**config.mk**
```make
export PLATFORM = sky130hd
export DESIGN_NAME = esb_dev_flat
export DESIGN_NICKNAME = d
export VERILOG_FILES = /design/src/hw/esb_pkg.sv /design/src/hw/esb_if.sv /design/src/hw/esb_dev.sv /design/src/flat_wrapper.sv
export VERILOG_INCLUDE_DIRS = /design/src /design/src/hw
export SDC_FILE = /design/constraint.sdc
export NUM_CORES = 1
export LEC_CHECK = 0
export BUFFER_PORTS_ARGS = -buffer_cell sky130_fd_sc_hd__clkbuf_2
export CAP_MARGIN = 20
export CORE_ASPECT_RATIO = 1.4
export CORE_MARGIN = 2
export CORE_UTILIZATION = 49
export DETAILED_ROUTE_END_ITERATION = 10
export PLACE_DENSITY = 0.8
export RECOVER_POWER = 50
export SYNTH_ARGS = -nofsm -noshare
export SYNTH_HDL_FRONTEND = slang
export SYNTH_SLANG_ARGS = --single-unit
```
**constraint.sdc**
```tcl
create_clock -name clk -period 1.9 [get_ports clk]
set_input_delay 0.095 -clock clk [delete_from_list [all_inputs] [get_ports clk]]
set_output_delay 0.095 -clock clk [all_outputs]
set_load 0.05 [all_outputs]
```
**src/hw/esb_regs.svh**
```systemverilog
// Register offsets, field positions, reset values and timing figures
`ifndef ESB_REGS_SVH
`define ESB_REGS_SVH

// Offsets on the device's parallel register interface
`define ESB_OFF_DATA_PORT   8'h20
`define ESB_OFF_CTRL        8'h28
`define ESB_OFF_INDEX       8'h2C

// Index register fields
`define ESB_IDX_DIR_BIT     0
`define ESB_IDX_EP_LSB      1
`define ESB_IDX_EP_MSB      4
`define ESB_IDX_SETUP_BIT   5
`define ESB_INDEX_RESET     8'h20

// Control register fields
`define ESB_CTL_STALL_BIT   0
`define ESB_CTL_STATUS_BIT  1
`define ESB_CTL_PERMIT_BIT  2
`define ESB_CTL_COMMIT_BIT  3
`define ESB_CTL_FLUSH_BIT   4
`define ESB_CTRL_RESET      8'h00

// Controller registers on APB
`define ESB_APB_CMD         12'h000
`define ESB_APB_STAT        12'h004
`define ESB_CMD_ADDR_LSB    8
`define ESB_CMD_READ_BIT    16
`define ESB_STAT_BUSY_BIT   0
`define ESB_STAT_REFUSE_BIT 1
`define ESB_STAT_LOADED_BIT 2
`define ESB_STAT_RDATA_LSB  8

// Timing
`define ESB_CLK_PS          4000
`define ESB_RD_GAP_NS       190
`define ESB_WR_GAP_NS       100

`endif

```
**src/hw/esb_pkg.sv**
```systemverilog
// Types for the two ends of the endpoint select and buffer control link
`default_nettype none
package esb_pkg;

   typedef enum logic [2:0] {
      ESB_BUF_SETUP    = 3'b000,
      ESB_BUF_CTL_OUT  = 3'b001,
      ESB_BUF_CTL_IN   = 3'b010,
      ESB_BUF_DATA_OUT = 3'b011,
      ESB_BUF_DATA_IN  = 3'b100
   } esb_buf_t;

   typedef enum logic [1:0] {
      ESB_ST_IDLE    = 2'b00,
      ESB_ST_GAP     = 2'b01,
      ESB_ST_ISSUE   = 2'b10,
      ESB_ST_WAIT_RD = 2'b11
   } esb_host_st_t;

endpackage : esb_pkg
`default_nettype wire

```
**src/hw/esb_if.sv**
```systemverilog
// Parallel register interface between microcontroller end and device end
`default_nettype none
interface esb_if;
   logic       wr_stb;
   logic       rd_stb;
   logic [7:0] addr;
   logic [7:0] wdata;
   logic [7:0] rdata;
   logic       rdata_valid;

   modport dev (input wr_stb, rd_stb, addr, wdata, output rdata, rdata_valid);
   modport mcu (output wr_stb, rd_stb, addr, wdata, input rdata, rdata_valid);
endinterface : esb_if
`default_nettype wire

```
**src/hw/esb_dev.sv**
```systemverilog
// Device end: endpoint index and buffer control registers
//
// Overview of operation
// - Indexed accesses follow the index register
// - Index: reserved, setup select, endpoint, direction
// - Setup select picks setup or data buffer
// - Direction zero is OUT, one is IN
// - Decode setup, control and data buffers
// - Software shifts endpoint number into bits 4:1
// - Index never equals DMA endpoint number
// - Wait 190 ns before data port read
// - Wait 100 ns before data port write
// - Control acts on indexed enabled endpoint only
// - Control: reserved, flush, commit, permit, status, stall
// - Flush discards indexed endpoint buffer
// - Receive buffer empties after last byte read
// - One flush clears one of two buffers
// - Commit marks IN data ready to send
// - Full packet commits itself automatically
// - Permit is write-only, NAK until set
// - Firmware sets permit before filling IN
// - Status acknowledge allowed right after setup
// - Permit self-clears on acknowledge, reads zero
// - Status bit NAK/ack, self-clears silently
// - Stall stalls endpoint, not isochronous ones
`include "esb_regs.svh"
`default_nettype none
module esb_dev #(
   parameter int CNT_W = 11
) (
   input  wire logic             clk,
   input  wire logic             reset_n,
   esb_if.dev                    bus,
   input  wire logic             usb_bus_reset,
   input  wire logic             ep_enabled,
   input  wire logic             ep_is_iso,
   input  wire logic [CNT_W-1:0] tx_byte_count,
   input  wire logic [CNT_W-1:0] rx_byte_count,
   input  wire logic [CNT_W-1:0] max_packet_size,
   input  wire logic             data_token_acked,
   input  wire logic             status_stage_done,
   input  wire logic             setup_token_seen,
   input  wire logic [7:0]       fifo_rdata,
   output esb_pkg::esb_buf_t     sel_buffer,
   output logic [3:0]            sel_endpoint,
   output logic                  sel_dir,
   output logic                  buffer_flush,
   output logic                  packet_commit,
   output logic                  rx_auto_release,
   output logic                  data_phase_permit,
   output logic                  status_ack,
   output logic [31:0]           stall_mask,
   output logic                  fifo_wr_stb,
   output logic                  fifo_rd_stb,
   output logic [7:0]            fifo_wdata
);
   import esb_pkg::*;

   logic             setup_sel_r;
   logic [3:0]       ep_r;
   logic             dir_r;
   logic             permit_r;
   logic             status_r;
   logic             flush_r;
   logic             commit_r;
   logic             release_r;
   logic             full_seen_r;
   logic [31:0]      stall_r;
   logic [7:0]       rdata_r;
   logic             rvalid_r;
   logic             fifo_wr_r;
   logic             fifo_rd_r;
   logic [7:0]       fifo_wdata_r;
   logic             wr_index;
   logic             wr_ctrl;
   logic             wr_data;
   logic             rd_data;
   logic             ctrl_ok;
   logic [4:0]       sel_entry;
   logic             tx_full;
   esb_buf_t         buf_kind;

   assign wr_index  = bus.wr_stb && (bus.addr == `ESB_OFF_INDEX);
   assign wr_ctrl   = bus.wr_stb && (bus.addr == `ESB_OFF_CTRL);
   assign wr_data   = bus.wr_stb && (bus.addr == `ESB_OFF_DATA_PORT);
   assign rd_data   = bus.rd_stb && (bus.addr == `ESB_OFF_DATA_PORT);
   // Control writes to an unselected or disabled endpoint have nowhere to go
   assign ctrl_ok   = wr_ctrl && ep_enabled;
   assign sel_entry = {ep_r, dir_r};

   // Index register; bus reset keeps the setup select as it was
   always_ff @(posedge clk or negedge reset_n) begin
      if (!reset_n) begin
         setup_sel_r <= 1'(`ESB_INDEX_RESET >> `ESB_IDX_SETUP_BIT);
         ep_r        <= 4'h0;
         dir_r       <= 1'b0;
      end else if (usb_bus_reset) begin
         ep_r        <= 4'h0;
         dir_r       <= 1'b0;
      end else if (wr_index) begin
         // Bits 7:6 are dropped
         setup_sel_r <= bus.wdata[`ESB_IDX_SETUP_BIT];
         ep_r        <= bus.wdata[`ESB_IDX_EP_MSB:`ESB_IDX_EP_LSB];
         dir_r       <= bus.wdata[`ESB_IDX_DIR_BIT];
      end
   end

   // Buffer decode; setup select only means something on endpoint 0 OUT
   always_comb begin
      if (ep_r == 4'h0 && !dir_r && setup_sel_r) begin
         buf_kind = ESB_BUF_SETUP;
      end else if (ep_r == 4'h0) begin
         buf_kind = dir_r ? ESB_BUF_CTL_IN : ESB_BUF_CTL_OUT;
      end else begin
         buf_kind = dir_r ? ESB_BUF_DATA_IN : ESB_BUF_DATA_OUT;
      end
   end

   assign sel_buffer   = buf_kind;
   assign sel_endpoint = ep_r;
   assign sel_dir      = dir_r;

   // Data phase permit: write-only set, cleared by the acknowledged token
   always_ff @(posedge clk or negedge reset_n) begin
      if (!reset_n) begin
         permit_r <= 1'b0;
      end else if (usb_bus_reset) begin
         permit_r <= 1'b0;
      end else if (ctrl_ok && bus.wdata[`ESB_CTL_PERMIT_BIT]) begin
         // Firmware setting wins over a token acknowledged the same cycle
         permit_r <= 1'b1;
      end else if (data_token_acked) begin
         permit_r <= 1'b0;
      end
   end

   assign data_phase_permit = permit_r;

   // Status acknowledge; cleared without any interrupt
   always_ff @(posedge clk or negedge reset_n) begin
      if (!reset_n) begin
         status_r <= 1'b0;
      end else if (usb_bus_reset) begin
         status_r <= 1'b0;
      end else if (ctrl_ok) begin
         status_r <= bus.wdata[`ESB_CTL_STATUS_BIT];
      end else if (status_stage_done || setup_token_seen) begin
         status_r <= 1'b0;
      end
   end

   assign status_ack = status_r;

   // Stall bit per endpoint and direction
   genvar g;
   generate
      for (g = 0; g < 32; g++) begin : g_stall
         always_ff @(posedge clk or negedge reset_n) begin
            if (!reset_n) begin
               stall_r[g] <= 1'b0;
            end else if (usb_bus_reset) begin
               stall_r[g] <= 1'b0;
            end else if (ctrl_ok && !ep_is_iso && sel_entry == 5'(g)) begin
               stall_r[g] <= bus.wdata[`ESB_CTL_STALL_BIT];
            end
         end
      end
   endgenerate

   assign stall_mask = stall_r;

   // Flush: one pulse per command, so a double buffer needs two
   always_ff @(posedge clk or negedge reset_n) begin
      if (!reset_n) begin
         flush_r <= 1'b0;
      end else begin
         flush_r <= ctrl_ok && bus.wdata[`ESB_CTL_FLUSH_BIT];
      end
   end

   assign buffer_flush = flush_r;

   // Packet commit, by software for short packets or when the FIFO fills
   assign tx_full = dir_r && (max_packet_size != '0)
                    && (tx_byte_count == max_packet_size);

   always_ff @(posedge clk or negedge reset_n) begin
      if (!reset_n) begin
         full_seen_r <= 1'b0;
      end else begin
         full_seen_r <= tx_full;
      end
   end

   always_ff @(posedge clk or negedge reset_n) begin
      if (!reset_n) begin
         commit_r <= 1'b0;
      end else begin
         commit_r <= (ctrl_ok && dir_r && bus.wdata[`ESB_CTL_COMMIT_BIT])
                     || (tx_full && !full_seen_r);
      end
   end

   assign packet_commit = commit_r;

   // Reading the last receive byte frees the buffer without a flush
   always_ff @(posedge clk or negedge reset_n) begin
      if (!reset_n) begin
         release_r <= 1'b0;
      end else begin
         release_r <= rd_data && !dir_r && (rx_byte_count == CNT_W'(1));
      end
   end

   assign rx_auto_release = release_r;

   // Data port passes through to the FIFO of the indexed endpoint
   always_ff @(posedge clk or negedge reset_n) begin
      if (!reset_n) begin
         fifo_wr_r    <= 1'b0;
         fifo_rd_r    <= 1'b0;
         fifo_wdata_r <= 8'h00;
      end else begin
         fifo_wr_r    <= wr_data;
         fifo_rd_r    <= rd_data;
         if (wr_data) begin
            fifo_wdata_r <= bus.wdata;
         end
      end
   end

   assign fifo_wr_stb = fifo_wr_r;
   assign fifo_rd_stb = fifo_rd_r;
   assign fifo_wdata  = fifo_wdata_r;

   // Read answer one cycle after the strobe
   always_ff @(posedge clk or negedge reset_n) begin
      if (!reset_n) begin
         rdata_r  <= 8'h00;
         rvalid_r <= 1'b0;
      end else begin
         rvalid_r <= bus.rd_stb;
         if (bus.rd_stb) begin
            case (bus.addr)
               `ESB_OFF_INDEX: begin
                  rdata_r <= {2'b00, setup_sel_r, ep_r, dir_r};
               end
               `ESB_OFF_CTRL: begin
                  // Command bits and permit read zero
                  rdata_r <= {6'b000000, status_r, stall_r[sel_entry]};
               end
               `ESB_OFF_DATA_PORT: begin
                  rdata_r <= fifo_rdata;
               end
               default: begin
                  rdata_r <= 8'h00;
               end
            endcase
         end
      end
   end

   assign bus.rdata       = rdata_r;
   assign bus.rdata_valid = rvalid_r;

endmodule : esb_dev
`default_nettype wire

```
**src/flat_wrapper.sv**
```systemverilog
// flat-port wrapper written by rule: the top's interface ports become plain ports
module esb_dev_flat import esb_pkg::*;
#(
   parameter int CNT_W = 11
)
  (clk, reset_n, usb_bus_reset, ep_enabled, ep_is_iso, tx_byte_count, rx_byte_count, max_packet_size, data_token_acked, status_stage_done, setup_token_seen, fifo_rdata, sel_buffer, sel_endpoint, sel_dir, buffer_flush, packet_commit, rx_auto_release, data_phase_permit, status_ack, stall_mask, fifo_wr_stb, fifo_rd_stb, fifo_wdata, bus_wr_stb, bus_rd_stb, bus_addr, bus_wdata, bus_rdata, bus_rdata_valid);
  esb_if bus_i ();
  input  wire logic clk;
  input  wire logic reset_n;
  input  wire logic usb_bus_reset;
  input  wire logic ep_enabled;
  input  wire logic ep_is_iso;
  input  wire logic [CNT_W-1:0] tx_byte_count;
  input  wire logic [CNT_W-1:0] rx_byte_count;
  input  wire logic [CNT_W-1:0] max_packet_size;
  input  wire logic data_token_acked;
  input  wire logic status_stage_done;
  input  wire logic setup_token_seen;
  input  wire logic [7:0] fifo_rdata;
  output esb_pkg::esb_buf_t sel_buffer;
  output logic [3:0] sel_endpoint;
  output logic sel_dir;
  output logic buffer_flush;
  output logic packet_commit;
  output logic rx_auto_release;
  output logic data_phase_permit;
  output logic status_ack;
  output logic [31:0] stall_mask;
  output logic fifo_wr_stb;
  output logic fifo_rd_stb;
  output logic [7:0] fifo_wdata;
  input wire logic [$bits(bus_i.wr_stb)-1:0] bus_wr_stb;
  input wire logic [$bits(bus_i.rd_stb)-1:0] bus_rd_stb;
  input wire logic [$bits(bus_i.addr)-1:0] bus_addr;
  input wire logic [$bits(bus_i.wdata)-1:0] bus_wdata;
  output wire logic [$bits(bus_i.rdata)-1:0] bus_rdata;
  output wire logic [$bits(bus_i.rdata_valid)-1:0] bus_rdata_valid;
  assign bus_i.wr_stb = bus_wr_stb;
  assign bus_i.rd_stb = bus_rd_stb;
  assign bus_i.addr = bus_addr;
  assign bus_i.wdata = bus_wdata;
  assign bus_rdata = bus_i.rdata;
  assign bus_rdata_valid = bus_i.rdata_valid;
  esb_dev #(.CNT_W(CNT_W)) u_core (.clk(clk), .reset_n(reset_n), .bus(bus_i), .usb_bus_reset(usb_bus_reset), .ep_enabled(ep_enabled), .ep_is_iso(ep_is_iso), .tx_byte_count(tx_byte_count), .rx_byte_count(rx_byte_count), .max_packet_size(max_packet_size), .data_token_acked(data_token_acked), .status_stage_done(status_stage_done), .setup_token_seen(setup_token_seen), .fifo_rdata(fifo_rdata), .sel_buffer(sel_buffer), .sel_endpoint(sel_endpoint), .sel_dir(sel_dir), .buffer_flush(buffer_flush), .packet_commit(packet_commit), .rx_auto_release(rx_auto_release), .data_phase_permit(data_phase_permit), .status_ack(status_ack), .stall_mask(stall_mask), .fifo_wr_stb(fifo_wr_stb), .fifo_rd_stb(fifo_rd_stb), .fifo_wdata(fifo_wdata));
endmodule
```
Word-level counts from Yosys, hierarchy flattened
Cells that the tools add are included.
{ "totals": {"register_bits": 63, "in_bits": 67, "wordCells": 258} }
{ "classes": {"magnitude_cmp": 1, "eq_ne": 36, "muxes": 81, "n_bitwise": 1, "reduce_logical": 93} }
{ "ops": {"columns": ["op", "count"], "rows": [
  ["$eq A5 B5 Y1 const B", 16],
  ["$mux W1", 73],
  ["$reduce_bool A2 Y1", 33],
  ["$logic_and A1 B1 Y1", 49],
  ["$eq A5 B4 Y1 const B", 8],
  ["$eq A8 B6 Y1 const B", 3],
  ["$pmux W8 S3", 1],
  ["$eq A5 B3 Y1 const B", 4],
  ["$eq A11 B1 Y1 const B", 1],
  ["$eq A11 B11 Y1", 1],
  ["$reduce_bool A11 Y1", 1],
  ["$eq A5 B2 Y1 const B", 2],
  ["$mux W3", 3],
  ["$mux W4", 2],
  ["$lt A5 B6 Y1 const B", 1],
  ["$reduce_bool A3 Y1", 2],
  ["$bmux W1 S5", 1],
  ["$eq A5 B1 Y1 const B", 1],
  ["$logic_not A5 Y1", 1],
  ["$logic_not A4 Y1", 1],
  ["$logic_not A1 Y1", 3],
  ["$logic_or A1 B1 Y1", 2],
  ["$mux W2", 1],
  ["$reduce_and A2 Y1", 1],
  ["$not A1 Y1", 1]
]} }

Depth between registers and ports, before layout
Gate-level depths: netlist (run 1).
{ "depth": {"word_depth": 7, "mapped_depth": 8, "depth_no_buf": 5} }

Least setup slack after synthesis (run 1)
No wires, ideal clock.
{ "synth_path": {"path_kind": "register to output", "startpoint": "reg u_core.ep_r[2] (netlist: u_core.sel_endpoint[2])", "endpoint": "out sel_buffer[1]", "arrival_time_ps": 2888, "t_required_ps": 1805, "slack_ps": -1083, "path_stages_with_launch": 7, "path_cell_list": "dfrtp_1 > clkbuf_1 > or2_2 > clkbuf_1 > nor3_1 > ha_1 > a21boi_0"} }
{ "synth_via": {"elab_chain_cells": 4, "elab_cells_between_ends": 5, "classes_between": "mux: 2; reduce/logical: 3"} }
{ "synth_rtl": {"columns": ["element", "line", "source"], "rows": [
  ["from (decl)", "esb_dev.sv:60", "logic [3:0] ep_r;"],
  ["from (signal assigned)", "esb_dev.sv:103", "ep_r <= bus.wdata[`ESB_IDX_EP_MSB:`ESB_IDX_EP_LSB];"],
  ["$logic_not A4 Y1 *", "esb_dev.sv:110, esb_dev.sv:112", null],
  ["$logic_and A1 B1 Y1 (2 in series)", "esb_dev.sv:110", "if (ep_r == 4'h0 && !dir_r && setup_sel_r) begin"],
  ["$mux W3 *", "esb_dev.sv:110", null],
  ["to (decl)", "flat_wrapper.sv:20", "output esb_pkg::esb_buf_t sel_buffer;"]
]} }
Every way passes the cells marked *; elsewhere a longest branch is shown, timed or not.

Final worst setup path (run 1)
{ "layout_path": {"startpoint": "reg u_core.ep_r[2] (netlist: u_core.sel_endpoint[2])", "endpoint": "out sel_buffer[2]"} }
The elaborated chain is that of the path after synthesis.

==> reports/results.ini, run 1 <==
[final_layout]
antenna_cells=0
fillerInstances=601
num-nets-final=532
final_area_sq_um=4507
area_growth_pct=30.46
drive_gt1_share_pct=38.25
final_util_pct=65.40
instances_no_fill=563

[power_and_ir_drop]
intPower_mw=2.037
ir_drop_mv=0.4444
powerDensity_nw_per_um2=593.5
pwr-share-seq_pct=50.8
switchingPower_uw=638.2
switching_share_pct=23.86
pwr-share-clk_pct=39.5
combPwrFrac_pct=9.7
leakage_nw=2.067

[timing]
period_share_pct=96.95
hold_viol_final=0
max_freq_mhz=542.9
holdWs_ns=0.02242
max_slew_margin_pct=43.04
tightest_slew_ns=0.8544
min_period_ns=1.842
rsz0062_at_grt=true
slew_violations=0
finalSetupViolations=0
skew_ns=0.004351

[grt]
grt_pass1_vias=2969
grt_usage_pct=24.64
grt_pass1_wl_um=14260
antenna_found_initial=0
grt_max_degree=64
gr-total-overflow=0

[critical_path]
startpoint=u_core.sel_endpoint[2]
reg2reg_from=u_core.sel_endpoint[1]
cp_top_family=simple AND/OR/NAND/NOR gates
crit_type=reg2out
crit_cells=6
startpoint_type=flop
crit_path_end_kind=output port
cp_slowest_cell=dfrtp_2
cp_max_fo=2
crit_buf_inv=2
worstRegToRegCells=6
slowest_delay_ns=0.40
arrival_ns=1.75
crit_chain=or2_4, nor3_4, inv_1, ha_2, a21boi_4, buf_8
cp_data_required_time_ns=1.80

[route]
wl_um=9268
drt_iter0_markers=121
vias=3049
first_pass_iters=4
ant_nets=0
wl_per_cell_um=16.46
vias_per_cell=5.416
drt_drc_violations_left=0

[die]
die-width_um=74.97
ios=131
die_h_um=103.4
start_util_pct=50.13
design.die.area_sq_um=7748
core_area_sq_um=6892
num_rows=36

[yosys]
synth_ff_type=dfrtp_1
synth-compound-area-share_pct=5.034
ys_seq_area_share_pct=45.67
avgSynthCellArea_sq_um=10.66
async_flop_share_pct=100.0
synth_xor_area_share_pct=2.535
synth_top_cell_area_share_pct=44.91
ys_top_cells_by_count=dfrtp_1, nor2_1, mux2i_1
yosys-top-cells-area=dfrtp_1, mux2i_1, nor2_1, mux2_2, mux4_2
synth_edf_count=0
syn_nets=393
synthAdderAreaFrac_pct=0.7244
synthCells=324
muxShareOfSynthArea_pct=19.78
yosysMostFrequentCell=dfrtp_1
synth_warnings=0
netlist-cell-type-count=47
synth_top_family_by_area=simple AND/OR/NAND/NOR gates
synth-seq-cells=63
netlist.top_cell.by_area=dfrtp_1
synthSimpleGateAreaFrac_pct=21.44
synth_area_sq_um=3455

[clock_tree]
clkTransAtPathRegs_ns=0.06
cts_buffers=9
clk_latency_ns=0.34
cts_tree=done
htreeDepth=3
cts_buffer_depth=2
root_buffer=clkbuf_8
clock_sinks=63

[placed_design]
placed_area_sq_um=4262
placedCellCount=538
place_congestion=0.8813
dpl.hpwl_um=6728
io_buffers=130

[worst_hold_path]
hold_path_class=in2reg
whs_path_depth=2
min-delay-start=bus_wdata[1]

[job]
max_cap_viol_count=0

[outcome]
outcome=finished, final reports clean

[repair_timing]
item	in CTS	in global routing
setup buffers	1	2
pin swaps	0	2
gates resized for setup	6	5
hold buffers	6	0
hold endpoints to repair	68	0
endpoints found under the setup margin	3	5
[final timing paths]
check,slack (ns),endpoint
worst min-delay path,0.02,u_core.fifo_wdata[1]
worst min register to register,0.50,u_core.fifo_wdata[0]
worst max-delay path,0.06,sel_buffer[2]
max in group asynchronous,0.79,u_core.sel_endpoint[3]
min in group asynchronous,0.52,u_core.stall_mask[25]
worst max register to register,0.12,u_core.stall_mask[25]
[power groups by stage]
stage | logic (mW) | clock network (mW) | registers (mW)
floorplan | 0.0808 | 0 | 1.42
global placement | 0.254 | 0 | 1.38
detailed placement | 0.258 | 0 | 1.38
CTS | 0.269 | 1.08 | 1.36
global route | 0.283 | 1.14 | 1.36
finish | 0.259 | 1.06 | 1.36
[layout by cell type (no fill, tap or decap), types with 7 or more instances in the layout]
| cell type | n |
|---|---|
| buf_4 | 16 |
| clkbuf_1 | 31 |
| clkbuf_2 | 100 |
| clkbuf_8 | 12 |
| dfrtp_1 | 59 |
| inv_1 | 11 |
| mux2_2 | 12 |
| mux2i_1 | 39 |
| nand2_1 | 8 |
| nand3_1 | 8 |
| nor2_1 | 41 |
| nor3_1 | 20 |
| nor3_2 | 12 |
| o21ai_0 | 7 |
| xnor2_1 | 9 |
[per-layer routing]
| layer | track usage, % | vias to the layer above | routed length, um |
|---|---|---|---|
| li1 | - | 1419 | - |
| met1 | 29.97 | 1499 | 3650 |
| met2 | 40.82 | 108 | 4922 |
| met3 | 5.136 | 23 | 455 |
| met4 | 12.64 | 0 | 241 |
| met5 | 0 | - | 0 |
[cell type report]
cell class                 count  area [sq um]  share of cell area, %
multi-input combinational    225          1760                  39.06
timing repair buffer         153         824.5                  18.30
inverter                      11         41.29                 0.9162
sequential                    63          1582                  35.09
clock buffer                  16         180.2                  3.998
tap                           95         118.9                  2.637
[through the flow]
step                power, mW  setup slack, ns  TNS (ns)
finish                  2.675          0.05804         0
detailed placement      1.641           0.1508         0
floorplan               1.499         -0.01347  -0.01347
global route            2.778         -0.01477  -0.02130
CTS                     2.712         0.005887         0
global placement        1.637           0.2090         0
[state kept, by name, summed over array words and instances (netlist names), 4 cells and up]
| name | count |
|---|---|
| u_core.fifo_wdata | 8 |
| u_core.bus.rdata | 8 |
| u_core.stall_mask | 32 |
| u_core.sel_endpoint | 4 |
[cell families after synthesis]
family / Yosys count
AND/OR/NAND/NOR: 127
multiplexers: 59
adder cells (fa/ha/maj): 2
XOR/XNOR: 10
AO/OA/AOI/OAI: 27
flip-flops: 63
buffers and inverters: 36
(Power assumes the default switching activity.)
==> run 2: changes to the inputs <==
--- a/config.mk
+++ b/config.mk
@@ -6,11 +6,12 @@
 export SDC_FILE = /design/constraint.sdc
 export NUM_CORES = 1
 export LEC_CHECK = 0
+export ABC_AREA = 1
 export BUFFER_PORTS_ARGS = -buffer_cell sky130_fd_sc_hd__clkbuf_2
 export CAP_MARGIN = 20
 export CORE_ASPECT_RATIO = 1.4
 export CORE_MARGIN = 2
-export CORE_UTILIZATION = 49
+export CORE_UTILIZATION = 50
 export DETAILED_ROUTE_END_ITERATION = 10
 export PLACE_DENSITY = 0.8
 export RECOVER_POWER = 50
==> run 2 against run 1 <==
Effect of this change:
- the run now ends with negative hold slack left
- die area is 5.5% higher
- critical path depth stayed put
- register-to-register slack gained 0.12 ns
- largest power group unchanged
==> reports/results.ini, run 2 <==
[yosys]
synth-seq-cells=63
netlist-cell-type-count=30
synthCells=556
synth_edf_count=0
ys_seq_area_share_pct=42.33
yosysMostFrequentCell=nand2_1
synth_area_sq_um=3727
synth_top_cell_area_share_pct=41.62
yosys-top-cells-area=dfrtp_1, nand2_1, inv_1, nor2_1, nand3_1
ys_top_cells_by_count=nand2_1, inv_1, dfrtp_1
synth_ff_type=dfrtp_1
async_flop_share_pct=100.0
synth_warnings=0
netlist.top_cell.by_area=dfrtp_1
syn_nets=625
avgSynthCellArea_sq_um=6.704

[placed_design]
io_buffers=130
place_congestion=0.9776
dpl.hpwl_um=8104
place_ws_ns=0.2188

[worst_hold_path]
hold_path_class=in2reg
min-delay-start=rx_byte_count[10]
whs_endpoint=u_core.rx_auto_release
whs_path_depth=4

[critical_path]
cp_max_fo=5
crit_type=reg2out
r2r-end=u_core.bus.rdata[0]
startpoint_type=flop
crit_path_end_kind=output port
regToRegSetupSlack_ns=0.24
worstRegToRegCells=12
arrival_ns=1.79
reg2reg_from=u_core.sel_dir
cp_data_required_time_ns=1.80

[route]
wl_per_cell_um=13.55
drt_iter0_markers=184
vias_per_cell=5.191
vias=4158
first_pass_iters=5
wl_um=10850
ant_nets=0
drt_drc_violations_left=0

[timing]
min_period_ns=1.887
tightest_slew_ns=1.138
period_share_pct=99.33
finalWorstSetupSlack_ns=0.01265
finalSetupViolations=0
finalSetupTns_ns=0
hold_viol_final=1
holdWs_ns=-0.0008463
max_freq_mhz=529.8
max_slew_margin_pct=24.15
slew_violations=0
skew_ns=0.005078

[clock_tree]
clkTransAtPathRegs_ns=0.07
clock_sinks=63
cts_buffers=9
cts_buffer_depth=2
cts_tree=done
root_buffer=clkbuf_8
clk_latency_ns=0.34
htreeDepth=3

[outcome]
outcome=finished, violations left
violations=negative hold slack

[die]
die-width_um=76.97
start_util_pct=51.28
num_rows=37
core_area_sq_um=7268
ios=131
design.die.area_sq_um=8171
die_h_um=106.2

[grt]
grt_usage_pct=27.23
gr-total-overflow=0
grt_pass1_vias=3988
antenna_found_initial=0
grt_pass1_wl_um=17860
grt_max_degree=46

[final_layout]
num-nets-final=768
drive_gt1_share_pct=21.59
area_growth_pct=29.07
final_common_cell=nand2_1
layout_common_cells=nand2_1, clkbuf_2, inv_1
largest_reg_flops=32
antenna_cells=0
final_util_pct=66.19
fillerInstances=686

[power_and_ir_drop]
switching_share_pct=24.43
pwr-share-clk_pct=43.2
ir_drop_mv=0.3825
powerDensity_nw_per_um2=603.4
switchingPower_uw=709.1
combPwrFrac_pct=9.8
leakage_nw=2.853
finalPower_mw=2.903
intPower_mw=2.194
pwr-share-seq_pct=47.1

[job]
max_cap_viol_count=0

## run 2: cell types whose count changed after synthesis, moves of 8 or more
cell / delta
inv_1: +64
mux2_2: -12
mux2i_1: -39
nand2_1: +217
nand3_1: +28
nor2_1: +13
nor3_1: -13
nor3_2: -12
o21ai_0: +16
xnor2_1: -8
## run 2: layer usage
| metal | track usage (%) | vias to the layer above | share of wire [%] |
|---|---|---|---|
| met1 | 32.59 | 1913 | 38 |
| li1 | - | 2008 | - |
| met3 | 3.905 | 43 | 6.8 |
| met2 | 47.18 | 194 | 51 |
| met5 | 0 | - | 0 |
| met4 | 14.54 | 0 | 4.0 |
## run 2: cells by family after synthesis
group	count (synthesis)	synth area share, %
DFF	63	42.33
adders and majority gates	2	0.6713
xor gates and xnor gates	5	1.175
buffers and inverters	98	10.67
and+or+nand+nor	337	37.23
AOI/OAI and AO/OA	51	7.922
## run 2: critical path, stage by stage (launching register included)
cell and delay (ns):
dfrtp_2 0.46, nor2_4 0.13, inv_2 0.06, nor3_4 0.20, ha_2 0.30, a21boi_2 0.16, buf_6 0.15
## run 2: through the flow
stage               cells  area, sq um
finish                801         4811
global route          801         4811
CTS                   799         4802
detailed placement    775         4509
global placement      775         4509
floorplan             556         3740
## run 2: final cells by class
class | count | area (sq um) | share of cell area [%]
Clock buffer | 12 | 135.1 | 2.809
Clock inverter | 4 | 70.07 | 1.456
Timing Repair Buffer | 152 | 832.0 | 17.30
Sequential cell | 63 | 1583 | 32.90
Tap cell | 97 | 121.4 | 2.523
Multi-Input combinational cell | 395 | 1777 | 36.93
Inverter | 78 | 292.8 | 6.086
## run 2: worst max path at each step
stage	slack [ns]	cells after the start	start	endpoint
after floorplan	0.02	5	u_core.sel_endpoint[1]	sel_buffer[1]
after global placement	0.29	14	u_core.sel_dir	u_core.bus.rdata[0]
after detailed placement	0.22	8	u_core.sel_endpoint[0]	u_core.stall_mask[6]
after CTS	0.03	6	u_core.sel_endpoint[1]	sel_buffer[1]
after global routing	-0.03	6	u_core.sel_endpoint[2]	sel_buffer[1]
final	0.01	6	u_core.sel_endpoint[2]	sel_buffer[1]
## run 2: power groups by stage
stage | clock network, mW | registers, mW | logic (mW)
floorplan | 0 | 1.43 | 0.0816
global placement | 0 | 1.39 | 0.267
detailed placement | 0 | 1.39 | 0.274
CTS | 1.26 | 1.37 | 0.288
global route | 1.31 | 1.37 | 0.312
finish | 1.25 | 1.37 | 0.283
## run 2: repair_timing
item / CTS / global route
pin swaps: 0 / 3
hold buffers: 8 / 0
buffers inserted: 0 / 2
gates resized for setup: 2 / 14
gates cloned: 0 / 0
endpoints found under the hold margin: 25 / 0
endpoints found under the setup margin: 3 / 3
